`src/hdl/i2c_host_pkg.sv`:
```
// Purpose: Shared constants and types of the two-wire host flag block
// Assumes: 20 MHz register clock, 32-bit AXI4-Lite register bus
// Notes: Register byte address is four times the register index
package i2c_host_pkg;
  localparam int ADDR_W = 10;
  localparam int CLK_NS = 50;
  localparam int HALF_NS = 5000;
  localparam int HALF_CYC = (HALF_NS + CLK_NS - 1) / CLK_NS;
  localparam int TOUT_US = 25000;
  localparam int TOUT_CYC = TOUT_US * 1000 / CLK_NS;
  localparam int SYNC_CYC = 2;
  localparam logic [7:0] IDX_CTRL = 8'h04;
  localparam logic [7:0] IDX_FLAGS = 8'h0e;
  localparam logic [7:0] IDX_STATUS = 8'h10;
  localparam logic [7:0] IDX_ADDR = 8'h14;
  localparam logic [7:0] IDX_DATA = 8'h18;
  localparam logic [7:0] RST_BYTE = 8'h00;
  localparam int F_MB = 0;
  localparam int F_SB = 1;
  localparam int S_ERR = 0;
  localparam int S_ARB = 1;
  localparam int S_NACK = 2;
  localparam int S_BS = 4;
  localparam int S_TOUT = 6;
  localparam int S_HOLD = 7;
  localparam int S_SYNC = 10;
  localparam int C_SYSTEM_OP_PENDING = 0;
  localparam int C_AUTO = 8;
  localparam int C_CMD = 16;
  localparam int C_ACK = 18;
  localparam logic [1:0] CMD_RSTART = 2'h1;
  localparam logic [1:0] CMD_READ = 2'h2;
  localparam logic [1:0] CMD_STOP = 2'h3;
  localparam logic [1:0] RESP_OKAY = 2'h0;
  localparam logic [1:0] RESP_SLVERR = 2'h2;
  typedef enum logic [1:0] {
    BS_UNKNOWN = 2'h0, BS_IDLE = 2'h1, BS_OWNER = 2'h2, BS_BUSY = 2'h3
  } bus_state_type;
  typedef enum logic [3:0] {
    E_IDLE = 4'h0, E_WAIT = 4'h1, E_START = 4'h2, E_LOW = 4'h3,
    E_HIGH = 4'h4, E_HOLD = 4'h5, E_RST = 4'h6, E_RST2 = 4'h7,
    E_STOP = 4'h8, E_STOP2 = 4'h9
  } eng_type;
  typedef struct packed {
    logic awvalid;
    logic [ADDR_W-1:0] awaddr;
    logic wvalid;
    logic [31:0] wdata;
    logic [3:0] wstrb;
    logic bready;
    logic arvalid;
    logic [ADDR_W-1:0] araddr;
    logic rready;
  } axi_req_type;
  typedef struct packed {
    logic awready;
    logic wready;
    logic bvalid;
    logic [1:0] bresp;
    logic arready;
    logic rvalid;
    logic [31:0] rdata;
    logic [1:0] rresp;
  } axi_rsp_type;
  typedef struct packed {
    logic scl_out;
    logic scl_oe_n;
    logic sda_out;
    logic sda_oe_n;
  } pins_type;
endpackage

```
`src/hdl/i2c_host_flags.sv`:
```
// Purpose: Two-wire bus host with flags, status, address and data
// Assumes: Open-drain pins, output enable low while driving low
// Notes: Bit timing is a fixed half period; no baud register here
//
// Local design decision: the AXI4-Lite slave port.
`timescale 1ns/100ps
// Behaviour
// - Received read byte sets client flag, stretches
// - Address, data, smart read, command release
// - Client flag write-one clears, waits for release
// - Host flag set after each transmitted byte except an acknowledged read address
// - Host flag on lost NACK or unknown start
// - Host flag stretches unless lost or unknown start; write-one clears
// - Sync busy bit tracks register synchronisation
// - Clock hold shows stretch; writing it releases
// - Low time-out flag, cleared by one or address
// - Bus state: unknown, idle, owner, busy
// - Software forces unknown to idle only
// - Received NACK bit read only
// - Arbitration lost on bit, NACK, start
// - Arbitration lost cleared by address or one
// - Bus error on illegal start, stop, time-out
// - Owner bus error also loses arbitration
// - Address write: unknown errors, busy waits
// - Idle address write: start, address, hold
// - Owner address write: repeated start, clear flags
// - Address bit zero is direction; reads harmless
// - Data write while held triggers next operation; read only with auto ACK on a received byte
// - Commands: repeated start, read, stop
// - Acknowledge select: zero ACK, one NACK
module i2c_host_flags #(
  parameter int HALF_CYC = i2c_host_pkg::HALF_CYC,
  parameter int TOUT_CYC = i2c_host_pkg::TOUT_CYC
) (
  input wire logic aclk,
  input wire logic aresetn,
  input wire i2c_host_pkg::axi_req_type req,
  output i2c_host_pkg::axi_rsp_type rsp,
  input wire logic scl_in,
  input wire logic sda_in,
  output i2c_host_pkg::pins_type pins
);
  import i2c_host_pkg::*;

  typedef struct packed {
    axi_rsp_type rsp;
    pins_type pins;
    logic aw_ok;
    logic [ADDR_W-1:0] aw;
    logic w_ok;
    logic [31:0] wd;
    logic [3:0] ws;
    logic mb, sb, illegal_condition_flag, arb, last_byte_refused, tout, hold, sync, system_op_pending;
    logic autoack, ack_response_select, rd, addrph, rxh, fresh, scl, sda;
    bus_state_type bs;
    eng_type eng;
    logic [1:0] nxt;
    logic [7:0] addr, dat, sh;
    logic [3:0] bitn;
    logic [15:0] hc;
    logic [19:0] tc;
    logic [1:0] sc;
    logic [2:0] scl_s, sda_s;
  } state_type;

  state_type s, next_s;
  logic f_scl, f_sda, start_ev, stop_ev, wr_fire, rel, ack_first, sync_go;
  logic set_mb, set_sb, set_arb, set_err, set_tout, lost, tx, sending;
  logic [7:0] widx, ridx;
  logic [31:0] wm, rdv;
  logic [1:0] op, cmd;
  eng_type dst;

  function automatic logic mapped(input logic [7:0] i);
    mapped = i == IDX_CTRL || i == IDX_FLAGS || i == IDX_STATUS ||
             i == IDX_ADDR || i == IDX_DATA;
  endfunction

  // Change counts once second and third stages agree
  assign f_scl = (s.scl_s[1] == s.scl_s[2]) ? s.scl_s[2] : s.scl;
  assign f_sda = (s.sda_s[1] == s.sda_s[2]) ? s.sda_s[2] : s.sda;
  assign start_ev = s.scl & f_scl & s.sda & !f_sda;
  assign stop_ev = s.scl & f_scl & !s.sda & f_sda;
  assign wr_fire = s.aw_ok & s.w_ok & !s.rsp.bvalid;
  assign widx = s.aw[9:2];
  assign ridx = req.araddr[9:2];
  assign tx = s.addrph | !s.rd;
  assign rsp = s.rsp;
  assign pins = s.pins;

  for (genvar i = 0; i < 4; i++) begin : g_lane
    assign wm[8*i +: 8] = s.ws[i] ? s.wd[8*i +: 8] : 8'h00;
  end

  always_comb begin
    next_s = s;
    {set_mb, set_sb, set_arb, set_err, set_tout} = 5'h00;
    {rel, ack_first, sync_go, lost, sending} = 5'h00;
    op = CMD_READ;
    cmd = 2'h0;
    dst = E_IDLE;
    rdv = 32'h0;
    next_s.hc = s.hc + 16'h1;
    next_s.scl_s = {s.scl_s[1:0], scl_in};
    next_s.sda_s = {s.sda_s[1:0], sda_in};
    next_s.scl = f_scl;
    next_s.sda = f_sda;

    case (s.eng)
      E_IDLE: next_s.pins.sda_oe_n = 1'b1;
      E_WAIT: begin
        if (s.bs == BS_IDLE) begin
          next_s.eng = E_START;
          next_s.hc = 16'h0;
          next_s.bs = BS_OWNER;
        end
      end
      E_START: begin
        if (s.hc < 16'(HALF_CYC) && !s.sda) begin
          lost = 1'b1;
        end else begin
          next_s.pins.sda_oe_n = !(s.hc >= 16'(HALF_CYC - 1));
          if (s.hc == 16'(2 * HALF_CYC - 1)) begin
            next_s.eng = E_LOW;
            next_s.hc = 16'h0;
            next_s.bitn = 4'h0;
            next_s.sh = s.addr;
          end
        end
      end
      E_LOW: begin
        if (s.bitn < 4'h8)
          next_s.pins.sda_oe_n = tx ? s.sh[7] : 1'b1;
        else
          next_s.pins.sda_oe_n = tx ? 1'b1 : s.ack_response_select;
        if (s.hc == 16'(HALF_CYC - 1)) begin
          next_s.eng = E_HIGH;
          next_s.hc = 16'h0;
        end
      end
      E_HIGH: begin
        // Stretching by a client simply delays the high half
        if (!f_scl) begin
          next_s.hc = 16'h0;
        end else if (s.hc == 16'(HALF_CYC - 1)) begin
          next_s.hc = 16'h0;
          sending = s.pins.sda_oe_n & ((s.bitn < 4'h8) ? tx : !tx);
          next_s.sh = tx ? {s.sh[6:0], 1'b0} : {s.sh[6:0], s.sda};
          if (sending && !s.sda) begin
            lost = 1'b1;
          end else if (s.bitn < 4'h7 || (s.bitn == 4'h7 && tx)) begin
            next_s.bitn = s.bitn + 4'h1;
            next_s.eng = E_LOW;
          end else if (s.bitn == 4'h7) begin
            next_s.dat = {s.sh[6:0], s.sda};
            set_sb = 1'b1;
            next_s.hold = 1'b1;
            next_s.rxh = 1'b1;
            next_s.eng = E_HOLD;
          end else if (tx) begin
            next_s.last_byte_refused = s.sda;
            next_s.addrph = 1'b0;
            if (s.addrph && s.rd && !s.sda) begin
              next_s.bitn = 4'h0;
              next_s.eng = E_LOW;
            end else begin
              set_mb = 1'b1;
              next_s.hold = 1'b1;
              next_s.rxh = 1'b0;
              next_s.eng = E_HOLD;
            end
          end else begin
            next_s.bitn = 4'h0;
            case (s.nxt)
              CMD_READ: next_s.eng = E_LOW;
              CMD_RSTART: next_s.eng = E_RST;
              default: next_s.eng = E_STOP;
            endcase
          end
        end
      end
      E_HOLD: next_s.pins.sda_oe_n = 1'b1;
      E_RST, E_STOP: begin
        next_s.pins.sda_oe_n = (s.eng == E_RST);
        if (s.hc == 16'(HALF_CYC - 1)) begin
          next_s.eng = (s.eng == E_RST) ? E_RST2 : E_STOP2;
          next_s.hc = 16'h0;
        end
      end
      E_RST2, E_STOP2: begin
        if (!f_scl) begin
          next_s.hc = 16'h0;
        end else if (s.hc == 16'(HALF_CYC - 1)) begin
          next_s.hc = 16'h0;
          next_s.pins.sda_oe_n = 1'b1;
          next_s.eng = (s.eng == E_RST2) ? E_START : E_IDLE;
          next_s.bs = (s.eng == E_RST2) ? BS_OWNER : BS_IDLE;
        end
      end
      default: next_s.eng = E_IDLE;
    endcase

    // Bus monitor
    if ((start_ev || stop_ev) && (s.eng == E_LOW || s.eng == E_HIGH ||
        s.eng == E_HOLD))
      set_err = 1'b1;
    if (start_ev) begin
      next_s.fresh = 1'b1;
      if (s.eng == E_IDLE || s.eng == E_WAIT)
        next_s.bs = BS_BUSY;
    end
    if (stop_ev) begin
      if (s.fresh)
        set_err = 1'b1;
      if (s.eng == E_IDLE || s.eng == E_WAIT)
        next_s.bs = BS_IDLE;
    end
    if (!s.scl && f_scl)
      next_s.fresh = 1'b0;
    // Our own stretch is not a bus fault
    if (f_scl || (s.eng == E_HOLD && s.hold) || s.bs == BS_IDLE)
      next_s.tc = 20'h0;
    else if (s.tc != 20'(TOUT_CYC))
      next_s.tc = s.tc + 20'h1;
    if (s.tc == 20'(TOUT_CYC - 1)) begin
      set_tout = 1'b1;
      if (s.bs == BS_OWNER || s.bs == BS_BUSY)
        set_err = 1'b1;
    end
    if (set_err && s.bs == BS_OWNER)
      lost = 1'b1;
    if (lost) begin
      set_arb = 1'b1;
      set_mb = 1'b1;
      next_s.hold = 1'b0;
      next_s.pins.sda_oe_n = 1'b1;
      next_s.eng = E_IDLE;
      next_s.bs = stop_ev ? BS_IDLE : BS_BUSY;
    end

    // Register bus
    if (req.awvalid && s.rsp.awready) begin
      next_s.aw_ok = 1'b1;
      next_s.aw = req.awaddr;
    end
    if (req.wvalid && s.rsp.wready) begin
      next_s.w_ok = 1'b1;
      next_s.wd = req.wdata;
      next_s.ws = req.wstrb;
    end
    if (s.rsp.bvalid && req.bready)
      next_s.rsp.bvalid = 1'b0;
    if (wr_fire) begin
      next_s.aw_ok = 1'b0;
      next_s.w_ok = 1'b0;
      next_s.rsp.bvalid = 1'b1;
      next_s.rsp.bresp = mapped(widx) ? RESP_OKAY : RESP_SLVERR;
      case (widx)
        IDX_FLAGS: begin
          if (wm[F_MB]) next_s.mb = 1'b0;
          if (wm[F_SB]) next_s.sb = 1'b0;
        end
        IDX_STATUS: begin
          if (wm[S_ERR]) next_s.illegal_condition_flag = 1'b0;
          if (wm[S_ARB]) next_s.arb = 1'b0;
          if (wm[S_TOUT]) next_s.tout = 1'b0;
          if (wm[S_HOLD]) next_s.hold = 1'b0;
          if (s.ws[0] && s.wd[S_BS +: 2] == 2'h1 &&
              s.bs == BS_UNKNOWN) begin
            next_s.bs = BS_IDLE;
            next_s.system_op_pending = 1'b1;
            sync_go = 1'b1;
          end
        end
        IDX_ADDR: if (s.ws[0]) begin
          next_s.addr = s.wd[7:0];
          next_s.rd = s.wd[0];
          next_s.addrph = 1'b1;
          {next_s.illegal_condition_flag, next_s.arb, next_s.tout} = 3'h0;
          {next_s.mb, next_s.sb} = 2'h0;
          sync_go = 1'b1;
          case (s.bs)
            BS_UNKNOWN: {set_mb, set_err} = 2'h3;
            BS_IDLE: if (s.eng == E_IDLE) begin
              next_s.eng = E_START;
              next_s.hc = 16'h0;
              next_s.bs = BS_OWNER;
            end
            BS_BUSY: if (s.eng == E_IDLE) next_s.eng = E_WAIT;
            default: if (s.eng == E_HOLD) begin
              rel = 1'b1;
              ack_first = s.rxh;
              op = CMD_RSTART;
              dst = E_RST;
            end
          endcase
        end
        IDX_DATA: if (s.ws[0]) begin
          next_s.dat = s.wd[7:0];
          if (s.eng == E_HOLD) begin
            rel = 1'b1;
            ack_first = s.rxh;
            dst = E_LOW;
            next_s.bitn = s.rxh ? s.bitn : 4'h0;
            next_s.sh = s.rxh ? s.sh : s.wd[7:0];
          end
        end
        IDX_CTRL: begin
          if (s.ws[1]) next_s.autoack = s.wd[C_AUTO];
          if (s.ws[2]) begin
            next_s.ack_response_select = s.wd[C_ACK];
            cmd = s.wd[C_CMD +: 2];
          end
          if (cmd != 2'h0 && s.eng == E_HOLD &&
              (cmd != CMD_READ || s.rxh)) begin
            rel = 1'b1;
            sync_go = 1'b1;
            next_s.system_op_pending = 1'b1;
            ack_first = s.rxh;
            op = cmd;
            dst = (cmd == CMD_RSTART) ? E_RST : E_STOP;
          end
        end
        default: ;
      endcase
    end
    if (s.rsp.rvalid && req.rready)
      next_s.rsp.rvalid = 1'b0;
    if (req.arvalid && s.rsp.arready) begin
      next_s.rsp.rvalid = 1'b1;
      next_s.rsp.rresp = mapped(ridx) ? RESP_OKAY : RESP_SLVERR;
      case (ridx)
        IDX_FLAGS: {rdv[F_SB], rdv[F_MB]} = {s.sb, s.mb};
        IDX_STATUS: begin
          {rdv[S_SYNC], rdv[S_HOLD], rdv[S_TOUT]} = {s.sync, s.hold, s.tout};
          rdv[S_BS +: 2] = s.bs;
          {rdv[S_NACK], rdv[S_ARB], rdv[S_ERR]} = {s.last_byte_refused, s.arb, s.illegal_condition_flag};
        end
        IDX_ADDR: rdv[7:0] = s.addr;
        IDX_DATA: begin
          rdv[7:0] = s.dat;
          if (s.autoack && s.rxh && s.eng == E_HOLD) begin
            rel = 1'b1;
            ack_first = 1'b1;
            sync_go = 1'b1;
          end
        end
        IDX_CTRL: begin
          {rdv[C_ACK], rdv[C_AUTO]} = {s.ack_response_select, s.autoack};
          rdv[C_SYSTEM_OP_PENDING] = s.system_op_pending;
        end
        default: ;
      endcase
      next_s.rsp.rdata = rdv;
    end

    // Release only a still-held transfer; an abort takes precedence
    if (rel && next_s.eng == E_HOLD) begin
      {next_s.mb, next_s.sb, next_s.hold} = 3'h0;
      next_s.hc = 16'h0;
      next_s.eng = ack_first ? E_LOW : dst;
      if (ack_first) begin
        next_s.nxt = op;
        next_s.bitn = 4'h8;
      end
    end
    if (sync_go) begin
      next_s.sync = 1'b1;
      next_s.sc = 2'(SYNC_CYC);
    end else if (s.sc != 2'h0) begin
      next_s.sc = s.sc - 2'h1;
      if (s.sc == 2'h1)
        {next_s.sync, next_s.system_op_pending} = 2'h0;
    end
    // Hardware sets win over same-cycle clears
    next_s.mb = next_s.mb | set_mb;
    next_s.sb = next_s.sb | set_sb;
    next_s.arb = next_s.arb | set_arb;
    next_s.illegal_condition_flag = next_s.illegal_condition_flag | set_err;
    next_s.tout = next_s.tout | set_tout;
    next_s.rsp.awready = !next_s.aw_ok;
    next_s.rsp.wready = !next_s.w_ok;
    next_s.rsp.arready = !next_s.rsp.rvalid;
    next_s.pins.scl_oe_n = !(next_s.eng == E_LOW || next_s.eng == E_RST ||
      next_s.eng == E_STOP || (next_s.eng == E_HOLD && next_s.hold));
  end

  always_ff @(posedge aclk) begin
    if (!aresetn) begin
      s <= '0;
      s.pins.scl_oe_n <= 1'b1;
      s.pins.sda_oe_n <= 1'b1;
      {s.scl, s.sda, s.scl_s, s.sda_s} <= 8'hff;
    end else begin
      s <= next_s;
    end
  end
endmodule

```
`config.mk`:
```
export PLATFORM = sky130hd
export DESIGN_NAME = i2c_host_flags
export DESIGN_NICKNAME = d
export VERILOG_FILES = /design/src/hdl/i2c_host_pkg.sv /design/src/hdl/i2c_host_flags.sv
export SDC_FILE = /design/constraint.sdc
export NUM_CORES = 1
export LEC_CHECK = 0
export BUFFER_PORTS_ARGS = -buffer_cell sky130_fd_sc_hd__buf_2
export CORE_ASPECT_RATIO = 1.5
export CORE_MARGIN = 3
export CORE_UTILIZATION = 62
export CTS_BUF_LIST = sky130_fd_sc_hd__clkbuf_16
export DETAILED_ROUTE_END_ITERATION = 10
export PLACE_DENSITY = 0.85
export SETUP_SLACK_MARGIN = 0.15
export SLEW_MARGIN = 10
export SYNTH_ARGS = -nofsm -noshare
export SYNTH_HDL_FRONTEND = slang
export SYNTH_SLANG_ARGS = --single-unit
```
`constraint.sdc`:
```
create_clock -name aclk -period 4.21 [get_ports aclk]
set_input_delay 0.2105 -clock aclk [delete_from_list [all_inputs] [get_ports aclk]]
set_output_delay 0.2105 -clock aclk [all_outputs]
set_load 0.02 [all_outputs]
```
==> flow_summary.toml, run 1 <==
[route]
dr_total_vias = 7046
viasPerCell = 6.20
drt-pass1-iter-count = 6
post_drt_wl_per_cell_um = 17.5
ant_nets = 0
wl_um = 19800
drc = 0
drt-initial-drc-count = 731

[die]
fp-row-count = 48
core_um2 = 11700
dieWidth_um = 96.3
dieArea_um2 = 13600
initial_core_util = 0.648
ios = 110
die_h_um = 142

[worst_setup_path]
critPathMaxStageDelay_ps = 680
slowest_stage = "dfxtp_1"
worstReg2RegEnd = "pins[2]$_SDFF_PN1_"
r2r-start = "s[76]$_SDFF_PN0_"
ff2ff_path_depth = 9
required_ps = 4520
crit_chain = "nor4b_1, buf_4, nand4b_1, a211oi_1, nand2_1, a31oi_1, a21oi_1, nand4b_1, and4_1"
end_kind = "flip-flop"
cp.arrival_ps = 3620
crit_type = "reg -> reg"
reg2reg_setup_slack_ps = 900
cpMostUsedCell = "nand4b_1"
worst-path-max-fanout = 19
cp-start-kind = "flip-flop"

[sta]
fmaxAchievable_ghz = 0.302
hold_viol_final = 0
fin_crit_sh = 0.786
worst_pin_slew_ps = 867
setup-tns-final_ps = 0
period_needed_ps = 3310
drv_slew = 0
rsz0062_at_grt = "no"
slew-limit-headroom = 0.422
fin_worst_skew_ps = 9.96
setup_viol = 0

[clocking]
clock_sinks = 141
cts_max_path_buffers = 2
worstSkewPairLatency_ps = 420
cts_root_buf = "clkbuf_16"
numCtsBuffers = 17
ctsHoldBuffers = 2
cts-resized-gates = 0
clkTransAtPathRegs_ps = 60
cts_setup_buffers = 0
cts_tree = "done"
cts_max_level = 4

[placed_design]
port_buffers = 59
dp_hpwl_um = 13900
placed_cells = 1102
place_congestion = 0.990

[global_routing]
grt.overflow.total = 0
grt_max_degree = 84
grt_pass1_vias = 6798
track_usage = 0.301
grt_antenna_before_repair = 0
grt_pass1_wl_um = 32500

[synth]
synthFlopType = "dfxtp_1"
synth_edf_count = 0
synth-seq-cells = 141
synth_top_area_share = 0.372
netlist_area_um2 = 7590
postSynthAreaPerCell_um2 = 7.92
synth_largest_area_cell = "dfxtp_1"
synth_cells = 958
async_flop_share = 0
yosysSeqAreaShare = 0.372
synth_cell_types = 74
yosys_warnings = 0
yosys-top-cells-area = "dfxtp_1 37%, nor2_1 5.9%, nand2_1 5.6%"

[status]
status = "finished clean"

[layout]
final_common_cell = "dfxtp_1"
final_net_count = 1044
drive_gt1_frac = 0.136
final_cell_mix = "141 x dfxtp_1, 120 x nor2_1, 114 x nand2_1, 83 x a21oi_1, 59 x buf_2"
final_cells = 1136
fill_cells = 949
antenna_cells = 0
syn2layout_area_growth_pct = 9.61

[flow_run]
maxCapViolations = 0

[min_path]
min_to = "s[104]$_SDFFE_PN0P_"
holdCritPathClass = "in -> reg"
hold_depth = 3
min_from = "req[20]"

[power]
p_leak_uw = 0.00314
powerDensity_nw_per_um2 = 381
vdd_drop_max_mv = 0.235
-- routing by layer --
layer  track usage  routed length [um]
met2         0.528               10200
met4         0.158                1030
met3        0.0599                1250
met1         0.335                7390
met5             0                   0
-- synth_stat cells, types with 5 or more instances --
cell type / n
nand4b_1: 7
nor2_4: 8
dfxtp_1: 141
a222oi_1: 8
ha_1: 6
nand2_1: 114
a221oi_1: 7
nand4_1: 15
a211oi_1: 13
a21oi_1: 83
nor4b_1: 6
xor2_1: 23
or3_1: 8
mux2i_1: 20
nand2b_1: 15
nor2b_1: 8
nor3_1: 28
xnor2_1: 10
and2_1: 14
clkbuf_1: 43
and4_1: 7
nor2_1: 120
and3_1: 15
nand3_1: 39
o21a_1: 5
a31oi_1: 8
o31ai_1: 5
o21ai_0: 29
buf_4: 45
inv_1: 18
mux2_2: 9
nor4_1: 13
-- area by class of cell --
type	instances	area, um2	share of cell area
inverter	18	67.6	0.00812
sequential	141	2820	0.339
multi-input combinational	725	4220	0.508
clock inverter	15	209	0.0251
clock buffer	17	425	0.0511
tap	150	188	0.0226
timing repair buffer	70	383	0.0460
-- per-stage QoR --
stage / util / hold slack (ps) / cell area, um2 / worst slack (ps) / power, uW
after floorplan: - / 293 / 7680 / 1470 / 1560
after global placement: 0.654 / 388 / 7660 / 1080 / 1580
after global routing: 0.710 / 21.8 / 8320 / 743 / 3260
after detailed placement: 0.654 / 397 / 7660 / 1070 / 1580
after CTS: 0.710 / 15.2 / 8320 / 1050 / 3180
final: 0.710 / 24.2 / 8320 / 899 / 3170
-- cell families (layout without fill, tap and decap cells) --
logic type / after synthesis / after routing / synth area share
and+or+nand+nor: 442 / 442 / 0.298
xor gates and xnor gates: 33 / 33 / 0.0381
buffers and inverters: 116 / 120 / 0.0834
adders and majority gates: 7 / 7 / 0.0112
muxes: 29 / 29 / 0.0397
DFF: 141 / 141 / 0.372
AOI/OAI and AO/OA: 189 / 189 / 0.158
other: 1 / 25 / 0.000494
-- report_power, final --
part           leakage [uW]  internal (uW)  switching, uW
Sequential          0.00114           1360           30.8
Combinational       0.00169           53.3            113
Clock              0.000312           1000            610
-- worst max-delay path by stage --
stage,startpoint,end,slack (ps),depth (start not counted)
finish,s[76]$_SDFF_PN0_,pins[2]$_SDFF_PN1_,900,9
global route,s[76]$_SDFF_PN0_,pins[2]$_SDFF_PN1_,740,9
CTS,s[76]$_SDFF_PN0_,pins[2]$_SDFF_PN1_,1050,9
detailed placement,s[138]$_SDFFE_PN0P_,s[30]$_SDFF_PP0_,1070,9
global placement,s[76]$_SDFF_PN0_,pins[2]$_SDFF_PN1_,1080,10
floorplan,s[38]$_SDFF_PP0_,s[37]$_SDFF_PP0_,1470,10
-- critical path: cells and delay by family, from the launching register on --
family	cells	cell delay, ps
compound gates	3	1240
simple gates	5	1100
flops	1	680
buf+inv	1	190
-- state kept, by name, summed over array words and instances, names as in the netlist --
| register | cells |
|---|---|
| next_s | 4 |
| s | 117 |
| pins | 2 |
| rsp | 18 |
Power figures use the tool's default switching activity.
==> run 2: changes to the inputs <==
Settings changed: ABC_AREA set to 1, CORE_UTILIZATION 62 to 53, PLACE_DENSITY 0.85 to 0.76.
Clock period 4.21 ns to 3 ns, I/O delays scaled along.
==> flow_summary.toml, run 2 <==
[worst_setup_path]
crit_type = "reg -> reg"
critPathMaxStageDelay_ps = 410
r2r-start = "s[28]$_SDFF_PP0_"
cp-start-kind = "flip-flop"
crit_chain = "ha_1, nand2_2, nor2_8, nand2_4, nor2_4, nand2_2, nand2_2, nand4_2, nand3_4, nand2_2, clkinv_2, nand3_4, a221oi_2"
ff2ff_path_depth = 13
worst-path-max-fanout = 16
cp.arrival_ps = 2820
worstReg2RegEnd = "s[38]$_SDFF_PP0_"
cpMostUsedCell = "nand2_2"
end_kind = "flip-flop"
required_ps = 3330
slowest_stage = "dfxtp_1"
reg2reg_setup_slack_ps = 510

[global_routing]
grt_max_degree = 38
grt.met3_usage = 0.0484
met1_usage = 0.267
grt-busiest-layer = "met2"
grt_use_met2 = 0.444
track_usage = 0.249
grt_pass1_wl_um = 32900
grt.overflow.total = 0
grt_pass1_vias = 6937
grt_antenna_before_repair = 0

[clocking]
cts-resized-gates = 0
clock_sinks = 141
worstSkewPairLatency_ps = 420
cts_max_level = 4
clkTransAtPathRegs_ps = 60
cts_root_buf = "clkbuf_16"
cts_max_path_buffers = 2
cts_tree = "done"
numCtsBuffers = 17

[route]
ant_nets = 0
drc = 0
post_drt_wl_per_cell_um = 14.7
drt-pass1-iter-count = 5
dr_total_vias = 7531
viasPerCell = 5.39
wl_um = 20600
drt-initial-drc-count = 427

[sta]
fin_worst_skew_ps = 7.55
worst_pin_slew_ps = 707
drv_slew = 0
hold_viol_final = 0
setup-tns-final_ps = 0
slew-limit-headroom = 0.528
fmaxAchievable_ghz = 0.402
period_needed_ps = 2490
setup_viol = 0
rsz0062_at_grt = "no"
fin_crit_sh = 0.830

[placed_design]
dp_hpwl_um = 15600
placed_cell_area_um2 = 8180
place_congestion = 0.991
placed_cells = 1356
port_buffers = 59

[layout]
design_area_um2 = 8830
final_cells = 1397
final_cell_mix = "184 x nand2_1, 148 x inv_1, 141 x dfxtp_1, 127 x nor2_1, 104 x o21ai_0"
syn2layout_area_growth_pct = 11.6
drive_gt1_frac = 0.155
final_net_count = 1262
antenna_cells = 0
largest_reg_flops = 117
finish.utilization = 0.605
final_common_cell = "nand2_1"
fill_cells = 1382
regMostFlops = "s"

[min_path]
hold_depth = 3
holdCritPathClass = "in -> reg"
min_to = "s[106]$_SDFFE_PN0P_"
min_from = "req[22]"

[synth]
async_flop_share = 0
synthFlopType = "dfxtp_1"
synth-seq-cells = 141
yosysSeqAreaShare = 0.357
netlist_area_um2 = 7910
yosys_warnings = 0
synth_cell_types = 61
synth_cells = 1135
synth_common_cells = "184 x nand2_1, 146 x inv_1, 141 x dfxtp_1"
yosys-top-cells-area = "dfxtp_1 36%, nand2_1 8.7%, inv_1 6.9%"
synth_top_area_share = 0.357
yosysMostFrequentCell = "nand2_1"
postSynthAreaPerCell_um2 = 6.97
synth_edf_count = 0
synth_largest_area_cell = "dfxtp_1"

[die]
initial_core_util = 0.542
core_um2 = 14600
fp-row-count = 54
ios = 110
dieWidth_um = 106
die_h_um = 156
dieArea_um2 = 16500

[flow_run]
maxCapViolations = 0

[power]
vdd_drop_max_mv = 0.487
powerDensity_nw_per_um2 = 465
p_leak_uw = 0.00381
power_uw = 4110

[status]
status = "finished clean"
## run 2: changes by cell type after synthesis, moves of 16 or more
cell / previous run / this run
inv_1: 18 / 146
o211ai_1: 1 / 27
nand2_1: 114 / 184
clkbuf_1: 43 / 17
xor2_1: 23 / 7
mux2i_1: 20 / 0
o21ai_0: 29 / 104
## run 2: cells by family after synthesis
group,after synthesis,synth area share
AO/OA/AOI/OAI,273,0.200
buffers and inverters,239,0.139
adder cells (fa/ha/maj),6,0.00949
other,1,0.000474
flip-flops,141,0.357
AND/OR/NAND/NOR,466,0.284
XOR/XNOR,9,0.00997
## run 2: critical path, delay by kind of cell (launching register included)
| family | cells | cell delay [ps] |
|---|---|---|
| adder cells (fa/ha/maj) | 1 | 250 |
| buffers and inverters | 1 | 110 |
| AO/OA/AOI/OAI | 1 | 280 |
| flip-flops | 1 | 410 |
| AND/OR/NAND/NOR | 10 | 1340 |
## run 2: report_power, final
part           switching [uW]  internal, uW
registers                32.3          1910
logic                     161          76.4
clock network             805          1120
total                     999          3110
## run 2: metal layers
metal	wire length, um	vias to the layer above
met5	0	-
met4	1300	0
met3	845	73
met2	10400	200
met1	7980	3458
li1	-	3800
## run 2: through the flow
step                      setup WS (ps)  hold slack [ps]
after floorplan                    1010              257
after global placement              592              335
after detailed placement            514              340
after CTS                           492            0.852
after global routing                306             26.6
final                               511             10.6
## run 2: layout make-up
class	count	area [um2]	area share
Tap cell	196	245	0.0278
Inverter	165	621	0.0703
Timing Repair Buffer	87	536	0.0607
Clock inverter	12	105	0.0119
Clock buffer	17	425	0.0482
Multi-Input combinational cell	779	4070	0.461
Sequential cell	141	2820	0.320
## run 2: worst max path at each step
| stage | startpoint | end | slack [ps] |
|---|---|---|---|
| finish | s[28]$_SDFF_PP0_ | s[38]$_SDFF_PP0_ | 510 |
| global route | s[28]$_SDFF_PP0_ | pins[2]$_SDFF_PN1_ | 310 |
| CTS | s[28]$_SDFF_PP0_ | s[38]$_SDFF_PP0_ | 490 |
| detailed placement | s[28]$_SDFF_PP0_ | s[38]$_SDFF_PP0_ | 510 |
| global placement | s[28]$_SDFF_PP0_ | s[38]$_SDFF_PP0_ | 590 |
| floorplan | s[28]$_SDFF_PP0_ | s[42]$_SDFF_PP0_ | 1010 |
## run 2: timing repair
item                                   4_1_cts  5_1_grt
hold buffers                                12        0
endpoints found under the hold margin       12        0
setup buffers                                0        0
==> run 3: changes to the inputs <==
Settings changed: CORE_UTILIZATION 53 to 58, PLACE_DENSITY 0.76 to 0.79.
Clock period 3 ns to 2.6 ns, I/O delays scaled along.
==> flow_summary.toml, run 3 (synthesized netlist as in run 2, its figures left out) <==
[global_routing]
grt_max_degree = 52
grt_antenna_before_repair = 0
grt.overflow.total = 0
grt_pass1_vias = 7161
track_usage = 0.284
grt_pass1_wl_um = 34000

[die]
die_h_um = 149
ios = 110
dieArea_um2 = 15100
fp-row-count = 51
core_um2 = 13100
dieWidth_um = 101
initial_core_util = 0.602

[layout]
syn2layout_area_growth_pct = 14.4
final_cell_mix = "184 x nand2_1, 145 x inv_1, 140 x dfxtp_1, 126 x nor2_1, 104 x o21ai_0"
final_common_cell = "nand2_1"
fill_cells = 1186
final_net_count = 1285
drive_gt1_frac = 0.170
antenna_cells = 0
design_area_um2 = 9050
largest_reg_flops = 117
regMostFlops = "s"

[worst_setup_path]
critPathMaxStageDelay_ps = 370
required_ps = 2960
timing.critical_path.buf_inv = 2
crit_type = "reg -> reg"
cp.arrival_ps = 2630
cpMostUsedCell = "nand2_2"
cp_top_family = "simple AND/OR/NAND/NOR gates"
slowest_stage = "dfxtp_2"
crit_chain = "ha_2, nand2_2, nor2_8, nand2_4, nor2_4, nand2_2, nand2_2, nand4_2, nand3_4, nand2_2, clkinv_2, nand3_4, buf_12, nor3b_2"
cp-start-kind = "flip-flop"
end_kind = "flip-flop"
worst-path-max-fanout = 13

[route]
drc = 0
drt-pass1-iter-count = 7
ant_nets = 0
wl_um = 21100
viasPerCell = 5.55
dr_total_vias = 7696
post_drt_wl_per_cell_um = 15.2
drt-initial-drc-count = 465

[sta]
hold_viol_final = 0
setup_viol = 0
worst_pin_slew_ps = 729
fin_crit_sh = 0.874
rsz0062_at_grt = "no"
fin_worst_skew_ps = 9.62
setup-tns-final_ps = 0
drv_slew = 0
period_needed_ps = 2270
fmaxAchievable_ghz = 0.440
slew-limit-headroom = 0.514

[placed_design]
place_congestion = 0.965
dp_hpwl_um = 15600
placed_cell_area_um2 = 8250
port_buffers = 59

[clocking]
cts_tree = "done"
clkTransAtPathRegs_ps = 60
cts_root_buf = "clkbuf_16"
numCtsBuffers = 17
clock_sinks = 141
cts_max_level = 4
cts_max_path_buffers = 2
worstSkewPairLatency_ps = 420

[status]
status = "finished clean"

[min_path]
holdCritPathClass = "in -> reg"

[flow_run]
maxCapViolations = 0

[power]
powerDensity_nw_per_um2 = 532
vdd_drop_max_mv = 0.415
power_uw = 4820
p_leak_uw = 0.00393
run 3: through the flow:
stage	instances	utilization	setup WS, ps	hold slack, ps
2_1_floorplan	1159	-	607	237
5_1_grt	1386	0.688	148	22.1
3_5_place_dp	1331	0.627	173	328
6_report	1386	0.688	327	4.85
4_1_cts	1384	0.685	174	2.91
3_3_place_gp	1331	0.627	270	325
run 3: repair_timing:
action	CTS	global route
setup endpoints to repair	0	17
hold buffers	21	0
hold endpoints to repair	21	0
gates resized for setup	0	7
setup buffers	0	2
run 3: path summary, 6_finish.rpt:
kind / cells past startpoint / from / slack (ps) / endpoint
worst max-delay path: 14 / s[28]$_SDFF_PP0_ / 330 / s[31]$_SDFF_PP0_
worst min-delay path: 3 / req[33] / 5 / s[117]$_SDFFE_PN0P_
worst max register to register: 14 / s[28]$_SDFF_PP0_ / 330 / s[31]$_SDFF_PP0_
worst min register to register: 1 / next_s[4]$_SDFF_PN1_ / 410 / next_s[5]$_SDFF_PN1_
run 3: report_power, final:
part | internal (uW) | switching (uW) | total [uW]
Combinational | 103 | 196 | 299
Sequential | 2210 | 36.0 | 2240
Clock | 1250 | 1030 | 2270
Total | 3560 | 1260 | 4820
run 3: layout make-up:
cell class                 count  area (um2)  area share
sequential                   141        2820       0.312
tap                          159         199      0.0220
timing repair buffer         110         756      0.0835
multi-input combinational    779        4100       0.453
inverter                     165         621      0.0686
clock inverter                15         125      0.0138
clock buffer                  17         425      0.0470
run 3: worst min-delay path: stages:
cell and delay [ps]:
buf_2 100, o21ai_0 80, nor2_1 80
run 3: layer usage:
metal | wire length, um | GRT usage | vias to the layer above
met5 | 0 | 0 | -
met4 | 1140 | 0.162 | 0
met3 | 1060 | 0.0435 | 72
met2 | 10400 | 0.480 | 264
met1 | 8500 | 0.338 | 3526
li1 | - | - | 3834
